File: config.mk
export PLATFORM = sky130hd
export DESIGN_NAME = swdt_core
export DESIGN_NICKNAME = d
export VERILOG_FILES = /design/src/swdt_pkg.sv /design/src/swdt_tick_if.sv /design/src/swdt_prescaler.sv /design/src/swdt_core.sv
export SDC_FILE = /design/constraint.sdc
export NUM_CORES = 1
export LEC_CHECK = 0
export BUFFER_PORTS_ARGS = -buffer_cell sky130_fd_sc_hd__buf_2
export CAP_MARGIN = 10
export CORE_UTILIZATION = 30
export DETAILED_ROUTE_END_ITERATION = 10
export HOLD_SLACK_MARGIN = 0.08
export PLACE_DENSITY = 0.57
export REMOVE_ABC_BUFFERS = 1
export SKIP_CTS_REPAIR_TIMING = 1
export SLEW_MARGIN = 20
export SYNTH_ARGS = -nofsm -noshare
export SYNTH_HDL_FRONTEND = slang
export SYNTH_SLANG_ARGS = --single-unit
File: constraint.sdc
create_clock -name mclk_i -period 3.1 [get_ports mclk_i]
set_clock_uncertainty 0.1 [all_clocks]
set_input_delay 0.465 -clock mclk_i [delete_from_list [all_inputs] [get_ports mclk_i]]
set_output_delay 0.465 -clock mclk_i [all_outputs]
set_load 0.02 [all_outputs]
File: src/swdt_pkg.sv
// Purpose: shared constants and types for the system watchdog timer
// Assumes: 10 MHz system clock
// Notes: timing counts derive from the clock period
package swdt_pkg;

   // ****************************************
   // timing
   // ****************************************
   localparam int unsigned CLK_HZ = 10_000_000;
   localparam int unsigned SEC_PER_MIN = 60;
   localparam int unsigned TICK_SEC_CYC = CLK_HZ;        // cycles in one second
   localparam int unsigned PRESCALE_W = 24;
   localparam int unsigned SEC_CNT_W = 6;
   localparam logic [7:0] TICKS_RST = 8'h01;             // timeout after reset
   localparam logic UNIT_SEC = 1'b0;
   localparam logic UNIT_MIN = 1'b1;

   // ****************************************
   // types
   // ****************************************
   typedef enum logic [2:0] {
      SWDT_OP_NONE,
      SWDT_OP_INIT,
      SWDT_OP_SET,
      SWDT_OP_START,
      SWDT_OP_RESTART,
      SWDT_OP_STOP
   } swdt_op_t;

   typedef enum logic [1:0] {
      SWDT_IDLE,
      SWDT_RUN,
      SWDT_EXPIRED
   } swdt_state_t;

endpackage : swdt_pkg

File: src/swdt_tick_if.sv
// Purpose: tick strobe carrier between prescaler and watchdog core
// Assumes: one clock domain
// Notes: pulses last one cycle
`timescale 1ns/10ps
interface swdt_tick_if;
   logic clear;     // restart prescaler phase
   logic sec_tick;  // one-cycle pulse per second
   logic min_tick;  // one-cycle pulse per minute

   modport core (output clear, input sec_tick, input min_tick);
   modport prescaler (input clear, output sec_tick, output min_tick);
endinterface : swdt_tick_if

File: src/swdt_prescaler.sv
// Purpose: derives one-second and one-minute strobes from the system clock
// Assumes: 10 MHz clock, synchronous active-high reset
// Notes: clear realigns both strobes so a fresh countdown gets full ticks
`timescale 1ns/10ps
module swdt_prescaler #(
   parameter int unsigned SEC_CYC = swdt_pkg::TICK_SEC_CYC
) (
   input wire logic mclk_i,
   input wire logic reset_i,
   swdt_tick_if.prescaler tick
);
   import swdt_pkg::*;

   localparam logic [PRESCALE_W-1:0] SEC_LAST = PRESCALE_W'(SEC_CYC - 1);
   localparam logic [SEC_CNT_W-1:0] MIN_LAST = SEC_CNT_W'(SEC_PER_MIN - 1);

   logic [PRESCALE_W-1:0] cyc_q;
   logic [SEC_CNT_W-1:0] sec_q;

   // cycle divider for the second strobe
   always_ff @(posedge mclk_i) begin
      if (reset_i || tick.clear || cyc_q == SEC_LAST) begin
         cyc_q <= '0;
      end else begin
         cyc_q <= cyc_q + 1'b1;
      end
   end

   // second strobe
   always_ff @(posedge mclk_i) begin
      if (reset_i || tick.clear) begin
         tick.sec_tick <= 1'b0;
      end else begin
         tick.sec_tick <= (cyc_q == SEC_LAST);
      end
   end

   // seconds divider and minute strobe
   always_ff @(posedge mclk_i) begin
      if (reset_i || tick.clear) begin
         sec_q <= '0;
         tick.min_tick <= 1'b0;
      end else begin
         tick.min_tick <= (cyc_q == SEC_LAST) && (sec_q == MIN_LAST);
         if (cyc_q == SEC_LAST) begin
            sec_q <= (sec_q == MIN_LAST) ? '0 : sec_q + 1'b1;
         end
      end
   end

   // ****************************************
   // assertions
   // ****************************************
   min_on_sec_a: assert property (@(posedge mclk_i) disable iff (reset_i)
      tick.min_tick |-> tick.sec_tick)
      else $error("minute strobe without second strobe");

endmodule : swdt_prescaler

File: src/swdt_core.sv
// Purpose: watchdog countdown driven by five software operations
// Assumes: operations arrive as one-cycle pulses on op_i from same-clock logic
// Notes: the reset request holds until system reset clears the block
//
// How it works
// - Expiry of the countdown while running raises the system reset request.
// - The timeout is an 8-bit tick count, a set of zero is refused so it stays within 1 to 255.
// - Unit 0 makes each tick one second.
// - Unit 1 makes each tick one minute.
// - Start loads the programmed timeout and begins counting down.
// - Restart while running reloads the last programmed timeout, giving a full new period.
// - Stop halts the countdown so no reset request can arise.
`timescale 1ns/10ps
module swdt_core #(
   parameter int unsigned SEC_CYC = swdt_pkg::TICK_SEC_CYC
) (
   input wire logic mclk_i,
   input wire logic reset_i,
   input wire swdt_pkg::swdt_op_t op_i,
   input wire logic [7:0] tick_count_i,
   input wire logic unit_i,
   output logic sys_reset_req_o,
   output logic running_o,
   output logic ready_o,
   output logic [7:0] remain_o
);
   import swdt_pkg::*;

   swdt_tick_if tick_bus ();

   swdt_state_t state_q;
   logic [7:0] reload_q;
   logic unit_q;
   logic run_unit_q;
   logic [7:0] cnt_q;
   logic clear_q;
   logic tick_sel;
   logic is_start;
   logic is_restart;

   // ****************************************
   // tick source
   // ****************************************
   swdt_prescaler #(
      .SEC_CYC(SEC_CYC)
   ) u_prescaler (
      .mclk_i(mclk_i),
      .reset_i(reset_i),
      .tick(tick_bus.prescaler)
   );

   assign tick_bus.clear = clear_q;

   // unit selects which strobe moves the count
   assign tick_sel = (run_unit_q == UNIT_MIN) ? tick_bus.min_tick : tick_bus.sec_tick;
   // operations are honoured only once initialized; an expired timer waits for system reset
   assign is_start = ready_o && op_i == SWDT_OP_START && state_q != SWDT_EXPIRED;
   assign is_restart = ready_o && op_i == SWDT_OP_RESTART;

   // ****************************************
   // control
   // ****************************************

   // init gate; ops before init are dropped
   always_ff @(posedge mclk_i) begin
      if (reset_i) begin
         ready_o <= 1'b0;
      end else if (op_i == SWDT_OP_INIT) begin
         ready_o <= 1'b1;
      end
   end

   // timeout setting, zero is refused to keep the count meaningful
   always_ff @(posedge mclk_i) begin
      if (reset_i) begin
         reload_q <= TICKS_RST;
         unit_q <= UNIT_SEC;
      end else if (ready_o && op_i == SWDT_OP_SET && tick_count_i != 8'h00) begin
         reload_q <= tick_count_i;
         unit_q <= unit_i;
      end
   end

   // unit taken at start and restart, so a later set cannot stretch or cut the running period
   always_ff @(posedge mclk_i) begin
      if (reset_i) begin
         run_unit_q <= UNIT_SEC;
      end else if (is_start || (is_restart && state_q == SWDT_RUN)) begin
         run_unit_q <= unit_q;
      end
   end

   // prescaler realign on start and restart so each period is whole
   always_ff @(posedge mclk_i) begin
      if (reset_i) begin
         clear_q <= 1'b0;
      end else begin
         clear_q <= is_start || (is_restart && state_q == SWDT_RUN);
      end
   end

   // state machine; expired stays until system reset
   always_ff @(posedge mclk_i) begin
      if (reset_i) begin
         state_q <= SWDT_IDLE;
      end else begin
         unique case (state_q)
            SWDT_IDLE: begin
               if (is_start) begin
                  state_q <= SWDT_RUN;
               end
            end
            SWDT_RUN: begin
               if (ready_o && op_i == SWDT_OP_STOP) begin
                  state_q <= SWDT_IDLE;
               end else if (!is_restart && !is_start && !clear_q && tick_sel && cnt_q == 8'h01) begin
                  state_q <= SWDT_EXPIRED;
               end
            end
            SWDT_EXPIRED: begin
               state_q <= SWDT_EXPIRED;
            end
            default: state_q <= SWDT_IDLE;
         endcase
      end
   end

   // countdown register
   always_ff @(posedge mclk_i) begin
      if (reset_i) begin
         cnt_q <= 8'h00;
      end else if (is_start || (is_restart && state_q == SWDT_RUN)) begin
         cnt_q <= reload_q;
      end else if (state_q == SWDT_RUN && !clear_q && tick_sel && cnt_q != 8'h00) begin
         cnt_q <= cnt_q - 8'h01;
      end
   end

   // ****************************************
   // outputs
   // ****************************************
   always_ff @(posedge mclk_i) begin
      if (reset_i) begin
         sys_reset_req_o <= 1'b0;
         running_o <= 1'b0;
         remain_o <= 8'h00;
      end else begin
         sys_reset_req_o <= (state_q == SWDT_EXPIRED);
         running_o <= (state_q == SWDT_RUN);
         remain_o <= cnt_q;
      end
   end

   // ****************************************
   // assertions
   // ****************************************
   stop_no_req_a: assert property (@(posedge mclk_i) disable iff (reset_i)
      (state_q == SWDT_IDLE) |=> !sys_reset_req_o)
      else $error("reset request while stopped");

   expire_req_a: assert property (@(posedge mclk_i) disable iff (reset_i)
      (state_q == SWDT_RUN && !clear_q && tick_sel && cnt_q == 8'h01 && op_i == SWDT_OP_NONE)
      |=> ##1 sys_reset_req_o)
      else $error("expiry did not raise reset request");

   start_load_a: assert property (@(posedge mclk_i) disable iff (reset_i)
      (is_start && state_q == SWDT_IDLE) |=> (cnt_q == $past(reload_q) && state_q == SWDT_RUN))
      else $error("start did not load timeout");

   restart_load_a: assert property (@(posedge mclk_i) disable iff (reset_i)
      (is_restart && state_q == SWDT_RUN) |=> cnt_q == $past(reload_q))
      else $error("restart did not reload");

   count_nonzero_a: assert property (@(posedge mclk_i) disable iff (reset_i)
      (state_q == SWDT_RUN) |-> cnt_q != 8'h00)
      else $error("running with zero count");

   sec_step_a: assert property (@(posedge mclk_i) disable iff (reset_i)
      (state_q == SWDT_RUN && run_unit_q == UNIT_SEC && tick_bus.sec_tick && !clear_q && cnt_q > 8'h01
       && op_i == SWDT_OP_NONE) |=> cnt_q == $past(cnt_q) - 8'h01)
      else $error("second tick missed");

   min_hold_a: assert property (@(posedge mclk_i) disable iff (reset_i)
      (state_q == SWDT_RUN && run_unit_q == UNIT_MIN && !tick_bus.min_tick && op_i == SWDT_OP_NONE)
      |=> cnt_q == $past(cnt_q))
      else $error("minute count moved without minute tick");

   reset_idle_a: assert property (@(posedge mclk_i)
      reset_i |=> (!sys_reset_req_o && !running_o && !ready_o))
      else $error("not stopped after reset");

   // nothing but init moves an uninitialized timer
   no_init_a: assert property (@(posedge mclk_i) disable iff (reset_i)
      !ready_o |=> state_q == SWDT_IDLE)
      else $error("activity before init");

   // the request is a level that only system reset takes away
   req_latched_a: assert property (@(posedge mclk_i) disable iff (reset_i)
      sys_reset_req_o |=> sys_reset_req_o)
      else $error("reset request dropped");

   stop_halts_a: assert property (@(posedge mclk_i) disable iff (reset_i)
      (state_q == SWDT_RUN && ready_o && op_i == SWDT_OP_STOP)
      |=> ##1 (!running_o && !sys_reset_req_o))
      else $error("stop did not halt the countdown");

   // expiry only ever follows the last selected tick of a running count
   expire_src_a: assert property (@(posedge mclk_i) disable iff (reset_i)
      (state_q == SWDT_EXPIRED && $past(state_q) != SWDT_EXPIRED)
      |-> $past(state_q == SWDT_RUN && tick_sel && cnt_q == 8'h01))
      else $error("expiry without a final tick");

   // a set while running must not swap the tick source under the count
   unit_latch_a: assert property (@(posedge mclk_i) disable iff (reset_i)
      (state_q == SWDT_RUN && op_i != SWDT_OP_START && op_i != SWDT_OP_RESTART)
      |=> run_unit_q == $past(run_unit_q))
      else $error("running unit changed without start or restart");

   cv_start: cover property (@(posedge mclk_i) disable iff (reset_i) is_start);
   cv_restart: cover property (@(posedge mclk_i) disable iff (reset_i) is_restart && state_q == SWDT_RUN);
   cv_expire: cover property (@(posedge mclk_i) disable iff (reset_i) $rose(sys_reset_req_o));
   cv_min_expire: cover property (@(posedge mclk_i) disable iff (reset_i)
      $rose(sys_reset_req_o) && run_unit_q == UNIT_MIN);
   cv_stop: cover property (@(posedge mclk_i) disable iff (reset_i)
      state_q == SWDT_RUN && op_i == SWDT_OP_STOP);

endmodule : swdt_core

==> summary.txt, run 1 <==
Finish
  • Diodes inserted: 0
  • Fin cells: 491
  • Total Nets Final: between 300 and 400
  • Layout cell share with drive strength beyond 1: 16.57%
  • Post-route cell area: 0.003349 mm²
  • Area delta synth->final: 14.40%

Logic synthesis
  • Seq/Total Area, Yosys: 43.76%
  • Fraction of registers with async set/reset: 0%
  • Post-Syn Instances: 332
  • Unique masters post-synth: 54
  • Yosys warnings: 0
  • Mapped cell area: 0.002928 mm²
  • Number of synthesized flops with an enable pin: 0
  • Mean post-synth cell area: 8.819 µm²
  • Main flop type after synthesis: dfxtp_1
  • #FFs+latches synth: 64

Die
  • Overall die height: 100.8 µm
  • Ports: 25
  • Die W: 100.8 µm
  • Core Area: between 0.009 and 0.01 mm²
  • Initial Utilization: around a third
  • Row cnt: 35
  • Die area: around 0.010 mm²

Critical path
  • Required @ worst endpoint: roughly 3.2 ns
  • Crit path cell chain: or4b_1 > or3_1 > o21ai_2 > buf_4 > nor2_1
  • Setup crit start kind: flop
  • CP max stage cell: or4b_1
  • Setup Crit Path Kind: flop to flop
  • Worst EP arrival: 2.28 ns
  • Kind of cell adding the most delay to the critical path: simple AND/OR/NAND/NOR gates
  • CP Capture Type: flop
  • Slowest Stage Delay on Critical Path: between 0.5 and 0.6 ns
  • CP bufs+invs: 1
  • CP Max Fanout: 22

Routing
  • Iteration count of the initial detailed-routing pass: 4
  • Drt wl/cell: 12.48 µm
  • Via/cell ratio: 4.953
  • Post-Route WL: roughly 6100 µm
  • Vias: 2432
  • First DRT Iteration DRCs: 92
  • Remaining antenna violation count after routing: 0
  • Remaining DRCs: 0

Power and ir drop
  • Power per Cell Area: 445.2 mW/mm²
  • Maximum VDD drop: 230.3 µV
  • Leakage: 1.164 nW

Clocking
  • Reg clk slew, reported paths: ~0.07 ns
  • Clk root buf: clkbuf_8
  • H-tree lvl count: 3
  • Clk sinks: 64
  • Clock Tree Buf Depth: 2
  • CTS Buf Count: 9
  • Worst-Skew Late Latency: 0.34 ns
  • CTS tree: built

Placed design
  • DP Cell Count: 476
  • DP HPWL: 4335 µm
  • PortBufs: 24
  • GP Congestion: about 0.79
  • Place WS: 0.9364 ns
  • DP Area: between 0.003 and 0.004 mm²

Timing
  • Worst Setup Slack, final: 0.9420 ns
  • Min Clock Period, post-route: 2.158 ns
  • Worst-Margin Slew: 0.6402 ns
  • Final hold slack: 0.2655 ns
  • Setup violators final: 0
  • Final Hold Vio Count: 0
  • RSZ-0062 raised after global routing: no
  • Fmax: 463.4 MHz
  • Tcrit/Tclk final: 69.61%
  • Setup TNS: 0 ns
  • Slew Limit Fails: 0
  • Slew headroom: between 50% and 60%

Run
  • Max cap viols: 0

Global route
  • Initial antenna violation count: 0
  • Total gr overflow: 0
  • First-pass GRT wire length: 10510 µm
  • Vias in the first global route: around 2200
  • All-Layer GR Usage: 13.09%
  • Pin count of the biggest net entering global routing: 33

Worst hold path
  • Hold WC Path Type: input port to flop

Status
  • Status: finished clean
## cells in the mapped netlist (3+ instances only)
cell type   n  share of area (%)
a311oi_1    5                1.5
mux2i_1    12                4.1
inv_1       9                1.2
or3b_2      3               0.90
or4_1       3               0.77
ha_1        4                1.7
dfxtp_1    64                 44
xnor2_1     9                2.7
and3_1      4               0.85
xor2_1      5                1.5
nor4_1      6                1.3
nand4b_1    3               0.90
and2_1      3               0.64
a21oi_1    28                4.8
o31ai_1     5                1.3
nor3_1      8                1.4
nand3_1    18                3.1
o21ai_0    12                2.1
nor2_1     39                5.0
nor2b_1     9                1.9
nand2_1    13                1.7
clkbuf_1    9                1.2
or3_1      10                2.1
nand4_1    12                2.6
## logic make-up after synthesis
logic type,after synthesis,share of synthesized area (%)
buffers and inverters,24,3.419
AOI/OAI and AO/OA,65,13.97
and+or+nand+nor,148,28.46
xor gates and xnor gates,14,4.188
adders and majority gates,4,1.709
muxes,13,4.487
DFF,64,43.76
## metal layers
layer,share of wire [%],vias to the layer above,track usage (%)
li1,-,1269,-
met1,49,1114,16.88
met2,45,42,20.81
met3,4.2,7,4.230
met4,1.2,0,4.013
met5,0,-,0
## worst register-to-register path, delay by kind of cell (launching register included)
family                 cells  cell delay (ns)
AND/OR/NAND/NOR            3             1.14
flip-flops                 1             0.35
AO/OA/AOI/OAI              1             0.17
buffers and inverters      1             0.28
## stage by stage
stage / utilization [%] / power, mW
detailed placement: 34.18 / 0.9184
finish: 35.91 / 1.491
floorplan: - / 0.8856
global placement: 34.18 / 0.9180
global route: 35.91 / 1.560
CTS: 35.91 / 1.522
## report_power, final
part,internal [mW],switching [mW]
Sequential,0.829,0.00853
Clock,0.280,0.311
Combinational,0.0245,0.0374
Total,1.13,0.357
## layout by cell type (no fill, tap or decap), drive strengths merged, types with 6 or more instances in the layout
cell type,synthesis,layout
inv,9,9
or3,10,10
clkbuf,9,9
xnor2,9,9
nor2b,9,9
nand3,18,18
mux2i,12,12
a21oi,29,29
nand2,13,13
nor2,39,39
o21ai,13,13
nand4,13,13
dfxtp,64,64
nor4,6,6
nor3,8,8
buf,6,30
## path summary, 6_finish.rpt
path | start | end | slack, ns | cells after the start
max | u_prescaler.cyc_q[13] | u_prescaler.cyc_q[2] | 0.94 | 5
min | tick_count_i[0] | reload_q[0] | 0.27 | 3
max reg2reg | u_prescaler.cyc_q[13] | u_prescaler.cyc_q[2] | 0.94 | 5
min reg2reg | u_prescaler.cyc_q[0] | u_prescaler.cyc_q[0] | 0.38 | 1
## layout make-up
| type | instances | area [µm²] |
|---|---|---|
| Clock inverter | 6 | 37.54 |
| Fill cell | 979 | 5978 |
| Multi-Input combinational cell | 244 | 1546 |
| Tap cell | 129 | 161.4 |
| Inverter | 9 | 33.78 |
| Clock buffer | 9 | 123.9 |
| Sequential cell | 64 | 1281 |
| Timing Repair Buffer | 30 | 165.2 |
## state kept, by name, summed over array words and instances (netlist names)
| name | cells |
|---|---|
| clear_q | 1 |
| cnt_q | 8 |
| ready_o | 1 |
| reload_q | 8 |
| remain_o | 8 |
| run_unit_q | 1 |
| running_o | 1 |
| state_q | 2 |
| sys_reset_req_o | 1 |
| u_prescaler.cyc_q | 24 |
| u_prescaler.sec_q | 6 |
| u_prescaler.tick.min_tick | 1 |
| u_prescaler.tick.sec_tick | 1 |
| unit_q | 1 |
(Power assumes the default switching activity.)
==> run 2, diff against run 1 <==
- PLACE_DENSITY: 0.57 -> 0.58
- clock period: 3.1 -> 1.9 ns (I/O delays scaled with it)
==> run 2 against run 1 <==
The flow now finishes with violations (setup timing). Critical path type unchanged. Clock power rose by 130%. Via count is 9.2% higher. Hold slack got worse by 0.18 ns. Flip-flop and latch count is the same. Cell count is 9.0% higher. Sequential power rose by 63%. Combinational power grew 120%. Largest power group unchanged. Maximum frequency rose by 10%. Global-route usage is 0.58 points higher. Die area is the same.
==> summary.txt, run 2 (synthesized netlist as in run 1, its figures left out) <==
Status
  • Status: finished, violations left (was finished clean)
  • Failing checks: setup timing

Power and ir drop
  • Psw: 642.5 µW (was 357.1 µW)
  • Combinational share of power: 4.8% (was 4.2%)
  • Reg power frac: 48.1% (was 56.2%)
  • Internal power: 2.196 mW (was 1.134 mW)
  • Maximum VDD drop: 438.7 µV (was 230.3 µV)
  • Leakage: 1.467 nW (was 1.164 nW)
  • Power per Cell Area: 722.8 mW/mm² (was 445.2 mW/mm²)
  • Clk pwr share: 47.1% (was 39.6%)
  • Sw Share: 22.64% (was 23.95%)
  • PnR Total Power: 2.838 mW (was 1.491 mW)

Clocking
  • CTS Buf Count: 9 (unchanged)
  • Clk root buf: clkbuf_8 (unchanged)
  • Reg clk slew, reported paths: 0.07 ns (about the same)
  • CTS tree: built (unchanged)
  • Clk sinks: 64 (unchanged)
  • Worst-Skew Late Latency: 0.34 ns (about the same)
  • H-tree lvl count: 3 (unchanged)
  • Clock Tree Buf Depth: 2 (unchanged)

Worst hold path
  • Hold WC Path Type: input port to flop (unchanged)
  • Hold Startpoint: tick_count_i[0] (unchanged)

Timing
  • Worst-Margin Slew: 0.4392 ns (was 0.6402 ns)
  • Final Hold Vio Count: 0 (unchanged)
  • Tcrit/Tclk final: 102.9% (was 69.61%)
  • Setup TNS: -0.8160 ns (was 0 ns)
  • Min Clock Period, post-route: 1.954 ns (was 2.158 ns)
  • RSZ-0062 raised after global routing: yes (was no)
  • Setup violators final: 25 (was 0)
  • Worst Setup Slack, final: -0.05417 ns (was 0.9420 ns)
  • Fmax: 511.7 MHz (was 463.4 MHz)
  • Slew Limit Fails: 0 (unchanged)
  • Slew headroom: 70.14% (was 56.21%)

Finish
  • Diodes inserted: 0 (unchanged)
  • Final-layout fill cell count: 928 (was 979)
  • Largest register FFs: 24 (unchanged)
  • Commonest non-fill, non-tap cells in the layout: dfxtp_1 (59), buf_4 (46), nor2_1 (39) (was dfxtp_1 (64), nor2_1 (39), a21oi_1 (28))
  • Most common cell after layout, fill and taps aside: dfxtp_1 (unchanged)
  • Post-route cell area: 0.003926 mm² (was 0.003349 mm²)
  • Area delta synth->final: 34.10% (was 14.40%)
  • Final core utilization: 42.09% (was 35.91%)
  • Layout cell share with drive strength beyond 1: 32.02% (was 16.57%)
  • Total Nets Final: 419 (was 376)
  • Top reg by flops: u_prescaler.cyc_q (unchanged)

Placed design
  • GP Congestion: 0.8480 (was 0.7918)
  • PortBufs: 24 (unchanged)
  • Place WS: -0.07285 ns (was 0.9364 ns)
  • DP HPWL: 4796 µm (was 4335 µm)
  • DP Area: 0.003516 mm² (was 0.003188 mm²)

Global route
  • First-pass GRT wire length: 10970 µm (was 10510 µm)
  • Vias in the first global route: 2363 (was 2246)
  • Total gr overflow: 0 (unchanged)
  • Pin count of the biggest net entering global routing: 23 (was 33)
  • Initial antenna violation count: 0 (unchanged)
  • All-Layer GR Usage: 13.68% (was 13.09%)

Die
  • Die W: 100.8 µm (unchanged)
  • Core Area: 0.009328 mm² (unchanged)
  • Die area: 0.01016 mm² (unchanged)
  • Ports: 25 (unchanged)
  • Row cnt: 35 (unchanged)
  • Overall die height: 100.8 µm (unchanged)
  • Initial Utilization: 31.39% (unchanged)

Routing
  • Vias: 2656 (was 2432)
  • Via/cell ratio: 4.964 (was 4.953)
  • Remaining DRCs: 0 (unchanged)
  • Iteration count of the initial detailed-routing pass: 4 (unchanged)
  • First DRT Iteration DRCs: 67 (was 92)
  • Drt wl/cell: 13.15 µm (was 12.48 µm)
  • Remaining antenna violation count after routing: 0 (unchanged)
  • Post-Route WL: 7034 µm (was 6128 µm)

Critical path
  • Required @ worst endpoint: 2.03 ns (was 3.22 ns)
  • CP Capture Type: flop (unchanged)
  • Slowest Stage Delay on Critical Path: 0.54 ns (about the same)
  • Setup crit start: u_prescaler.cyc_q[17] (was u_prescaler.cyc_q[13])
  • Setup crit start kind: flop (unchanged)
  • Crit path cell chain: or4_4 > or3_4 > buf_6 > o31ai_2 > a21oi_1 (was or4b_1 > or3_1 > o21ai_2 > buf_4 > nor2_1)
  • CP max stage cell: or4_4 (was or4b_1)
  • Setup Crit Path Kind: flop to flop (unchanged)
  • Worst EP arrival: 2.08 ns (was 2.28 ns)
  • CP bufs+invs: 1 (unchanged)
  • Worst R2R Start: u_prescaler.cyc_q[17] (was u_prescaler.cyc_q[13])
  • Kind of cell adding the most delay to the critical path: simple AND/OR/NAND/NOR gates (unchanged)
  • CP Max Fanout: 6 (was 22)

Run
  • Max cap viols: 0 (unchanged)
-- run 2: power by group through the flow --
| stage | registers (mW) | clock network (mW) | logic, mW |
|---|---|---|---|
| CTS | 1.36 | 1.38 | 0.124 |
| floorplan | 1.40 | 0 | 0.0477 |
| global placement | 1.39 | 0 | 0.120 |
| finish | 1.37 | 1.34 | 0.135 |
| global route | 1.37 | 1.45 | 0.147 |
| detailed placement | 1.39 | 0 | 0.122 |
-- run 2: worst reg2reg max path, stage by stage (launching register included) --
cell and delay (ns):
dfxtp_2 0.32, or4_4 0.54, or3_4 0.42, buf_6 0.16, o31ai_2 0.21, a21oi_1 0.09
-- run 2: layout make-up --
cell class / instances / area [µm²] / area share [%]
Clock buffer: 10 / 137.6 / 3.505
Clock inverter: 6 / 91.34 / 2.326
Inverter: 9 / 33.78 / 0.8604
Multi-Input combinational cell: 244 / 1693 / 43.12
Sequential cell: 64 / 1287 / 32.79
Tap cell: 129 / 161.4 / 4.111
Timing Repair Buffer: 73 / 521.8 / 13.29
-- run 2: per-stage QoR --
stage | hold slack [ns] | instances
after global placement | 0.3636 | 518
after detailed placement | 0.3631 | 518
final | 0.08154 | 535
after global routing | 0.09521 | 535
after CTS | 0.06510 | 534
after floorplan | 0.2517 | 317
-- run 2: path summary, 6_finish.rpt --
kind | to | cells past startpoint | slack (ns)
max | u_prescaler.sec_q[5] | 5 | -0.05
min | reload_q[0] | 3 | 0.08
max reg2reg | u_prescaler.sec_q[5] | 5 | -0.05
min reg2reg | cnt_q[1] | 2 | 0.39
-- run 2: routing by layer --
layer	global-route usage (%)	wire, µm	up-vias	share of wire, %
met4	3.679	43	0	0.61
met1	17.23	3256	1265	46
li1	-	-	1345	-
met2	22.66	3492	42	50
met3	4.161	242	4	3.4
met5	0	0	-	0
==> run 3, diff against run 2 <==
==> constraint.sdc (replaced) <==
create_clock -name mclk_i -period 1.9 [get_ports mclk_i]
set_clock_uncertainty 0.1 [all_clocks]
set_input_delay 0.19 -clock mclk_i [delete_from_list [all_inputs] [get_ports mclk_i]]
set_output_delay 0.19 -clock mclk_i [all_outputs]
set_load 0.02 [all_outputs]
==> run 3 against run 2 <==
Final area increased by 1.0%. The run still ends with setup timing left. Largest power group unchanged. Sequential power hardly changed. Register-to-register slack hardly changed. Clock power shrank 24%. Total power decreased by 11%. Non-clock buffer count rose by 9. Sequential share of layout area decreased by 0.30 points. Setup slack better by 0.0031 ns. Routed wire length fell by 2.3%. Cell count rose by 1.7%. Global-route usage increased by 0.46 points.
==> summary.txt, run 3 (synthesized netlist as in run 1, its figures left out) <==
Critical path
  • CP bufs+invs: 1 (unchanged)
  • Setup crit start kind: flop (unchanged)
  • Worst EP arrival: 2.08 ns (about the same)
  • Setup Crit Path Kind: flop to flop (unchanged)
  • Crit path cell chain: or4_4 > or3_4 > buf_8 > o31ai_2 > a21oi_1 (was or4_4 > or3_4 > buf_6 > o31ai_2 > a21oi_1)
  • Required @ worst endpoint: 2.02 ns (was 2.03 ns)
  • Slowest Stage Delay on Critical Path: 0.53 ns (was 0.54 ns)
  • CP Capture Type: flop (unchanged)
  • CP Max Fanout: 6 (unchanged)
  • Kind of cell adding the most delay to the critical path: simple AND/OR/NAND/NOR gates (unchanged)
  • CP max stage cell: or4_4 (unchanged)

Global route
  • Vias in the first global route: 2533 (was 2363)
  • First-pass GRT wire length: 11360 µm (was 10970 µm)
  • Total gr overflow: 0 (unchanged)
  • Pin count of the biggest net entering global routing: 23 (unchanged)
  • All-Layer GR Usage: 14.14% (was 13.68%)
  • Initial antenna violation count: 0 (unchanged)

Timing
  • Fmax: 512.6 MHz (was 511.7 MHz)
  • Setup violators final: 25 (unchanged)
  • Setup TNS: -0.4722 ns (was -0.8160 ns)
  • Worst-Margin Slew: 0.4955 ns (was 0.4392 ns)
  • Slew headroom: 66.31% (was 70.14%)
  • Final Hold Vio Count: 0 (unchanged)
  • Slew Limit Fails: 0 (unchanged)
  • Min Clock Period, post-route: 1.951 ns (was 1.954 ns)
  • RSZ-0062 raised after global routing: yes (unchanged)
  • Tcrit/Tclk final: 102.7% (was 102.9%)
  • Worst Setup Slack, final: -0.05103 ns (was -0.05417 ns)

Routing
  • Post-Route WL: 6874 µm (was 7034 µm)
  • Remaining DRCs: 0 (unchanged)
  • Drt wl/cell: 12.64 µm (was 13.15 µm)
  • Via/cell ratio: 4.928 (was 4.964)
  • Remaining antenna violation count after routing: 0 (unchanged)
  • First DRT Iteration DRCs: 60 (was 67)
  • Iteration count of the initial detailed-routing pass: 5 (was 4)
  • Vias: 2681 (was 2656)

Clocking
  • Clk root buf: clkbuf_8 (unchanged)
  • CTS Buf Count: 9 (unchanged)
  • Reg clk slew, reported paths: 0.07 ns (about the same)
  • CTS tree: built (unchanged)
  • Worst-Skew Late Latency: 0.34 ns (about the same)
  • H-tree lvl count: 3 (unchanged)
  • Clk sinks: 64 (unchanged)
  • Clock Tree Buf Depth: 2 (unchanged)

Finish
  • Commonest non-fill, non-tap cells in the layout: dfxtp_1 (58), buf_4 (47), nor2_1 (38) (was dfxtp_1 (59), buf_4 (46), nor2_1 (39))
  • Largest register FFs: 24 (unchanged)
  • Layout cell share with drive strength beyond 1: 32.29% (was 32.02%)
  • Most common cell after layout, fill and taps aside: dfxtp_1 (unchanged)
  • Fin cells: 544 (was 535)
  • Top reg by flops: u_prescaler.cyc_q (unchanged)
  • Post-route cell area: 0.003966 mm² (was 0.003926 mm²)
  • Final-layout fill cell count: 932 (was 928)
  • Area delta synth->final: 35.47% (was 34.10%)
  • Total Nets Final: 428 (was 419)
  • Diodes inserted: 0 (unchanged)

Power and ir drop
  • Clk pwr share: 40.2% (was 47.1%)
  • Psw: 631.3 µW (was 642.5 µW)
  • Reg power frac: 54.0% (was 48.1%)
  • Sw Share: 24.99% (was 22.64%)
  • Power per Cell Area: 636.9 mW/mm² (was 722.8 mW/mm²)
  • Internal power: 1.895 mW (was 2.196 mW)
  • Combinational share of power: 5.8% (was 4.8%)
  • Leakage: 1.467 nW (about the same)
  • Maximum VDD drop: 443.4 µV (was 438.7 µV)

Die
  • Core Area: 0.009328 mm² (unchanged)
  • Ports: 25 (unchanged)
  • Overall die height: 100.8 µm (unchanged)
  • Die area: 0.01016 mm² (unchanged)
  • Initial Utilization: 31.39% (unchanged)
  • Row cnt: 35 (unchanged)
  • Die W: 100.8 µm (unchanged)

Placed design
  • DP HPWL: 4734 µm (was 4796 µm)
  • GP Congestion: 0.9133 (was 0.8480)
  • DP Cell Count: 519 (was 518)
  • PortBufs: 24 (unchanged)
  • DP Area: 0.003523 mm² (was 0.003516 mm²)

Status
  • Failing checks: setup timing (unchanged)
  • Status: finished, violations left (unchanged)

Worst hold path
  • Hold WC Path Type: input port to flop (unchanged)

Run
  • Max cap viols: 0 (unchanged)
## run 3: final timing paths
check | startpoint | end | slack, ns | cells past startpoint
hold reg to reg | reload_q[0] | reload_q[0] | 0.39 | 2
hold / removal | op_i[0] | ready_o | 0.07 | 3
setup reg to reg | u_prescaler.cyc_q[17] | u_prescaler.sec_q[4] | -0.05 | 5
setup / recovery | u_prescaler.cyc_q[17] | u_prescaler.sec_q[4] | -0.05 | 5
## run 3: power groups by stage
stage | clock network (mW) | logic [mW] | registers [mW]
finish | 1.02 | 0.145 | 1.37
global route | 1.12 | 0.159 | 1.37
CTS | 1.05 | 0.124 | 1.36
detailed placement | 0 | 0.123 | 1.39
global placement | 0 | 0.122 | 1.39
floorplan | 0 | 0.0477 | 1.40
## run 3: worst register-to-register path, delay by kind of cell, from the launching register on
family                 cells  cell delay (ns)
buffers and inverters      1             0.15
AND/OR/NAND/NOR            2             0.95
flip-flops                 1             0.32
AO/OA/AOI/OAI              2             0.31
## run 3: per-layer routing
metal  part of all wire (%)  vias up  GRT usage (%)  wire [µm]
li1                       -     1372              -          -
met1                     47     1255          17.50       3238
met2                     48       49          23.29       3286
met3                    4.1        5          4.438        280
met4                   0.99        0          4.682         68
met5                      0        -              0          0
## run 3: layout make-up
class | instances | area [µm²] | area share [%]
multi-input combinational | 244 | 1713 | 43.19
sequential | 64 | 1289 | 32.49
timing repair buffer | 82 | 598.1 | 15.08
tap | 129 | 161.4 | 4.069
clock buffer | 9 | 123.9 | 3.123
clock inverter | 7 | 47.55 | 1.199
inverter | 9 | 33.78 | 0.8517
## run 3: per-stage QoR
stage	setup slack (ns)	utilization (%)	hold slack, ns	total power [mW]
2_1_floorplan	-0.3039	-	0.1567	1.445
3_3_place_gp	-0.05887	37.77	0.3250	1.515
3_5_place_dp	-0.1490	37.77	0.3335	1.517
4_1_cts	-0.1632	39.61	-0.03010	2.539
5_1_grt	-0.1215	42.52	0.08858	2.646
6_report	-0.05103	42.52	0.07257	2.526
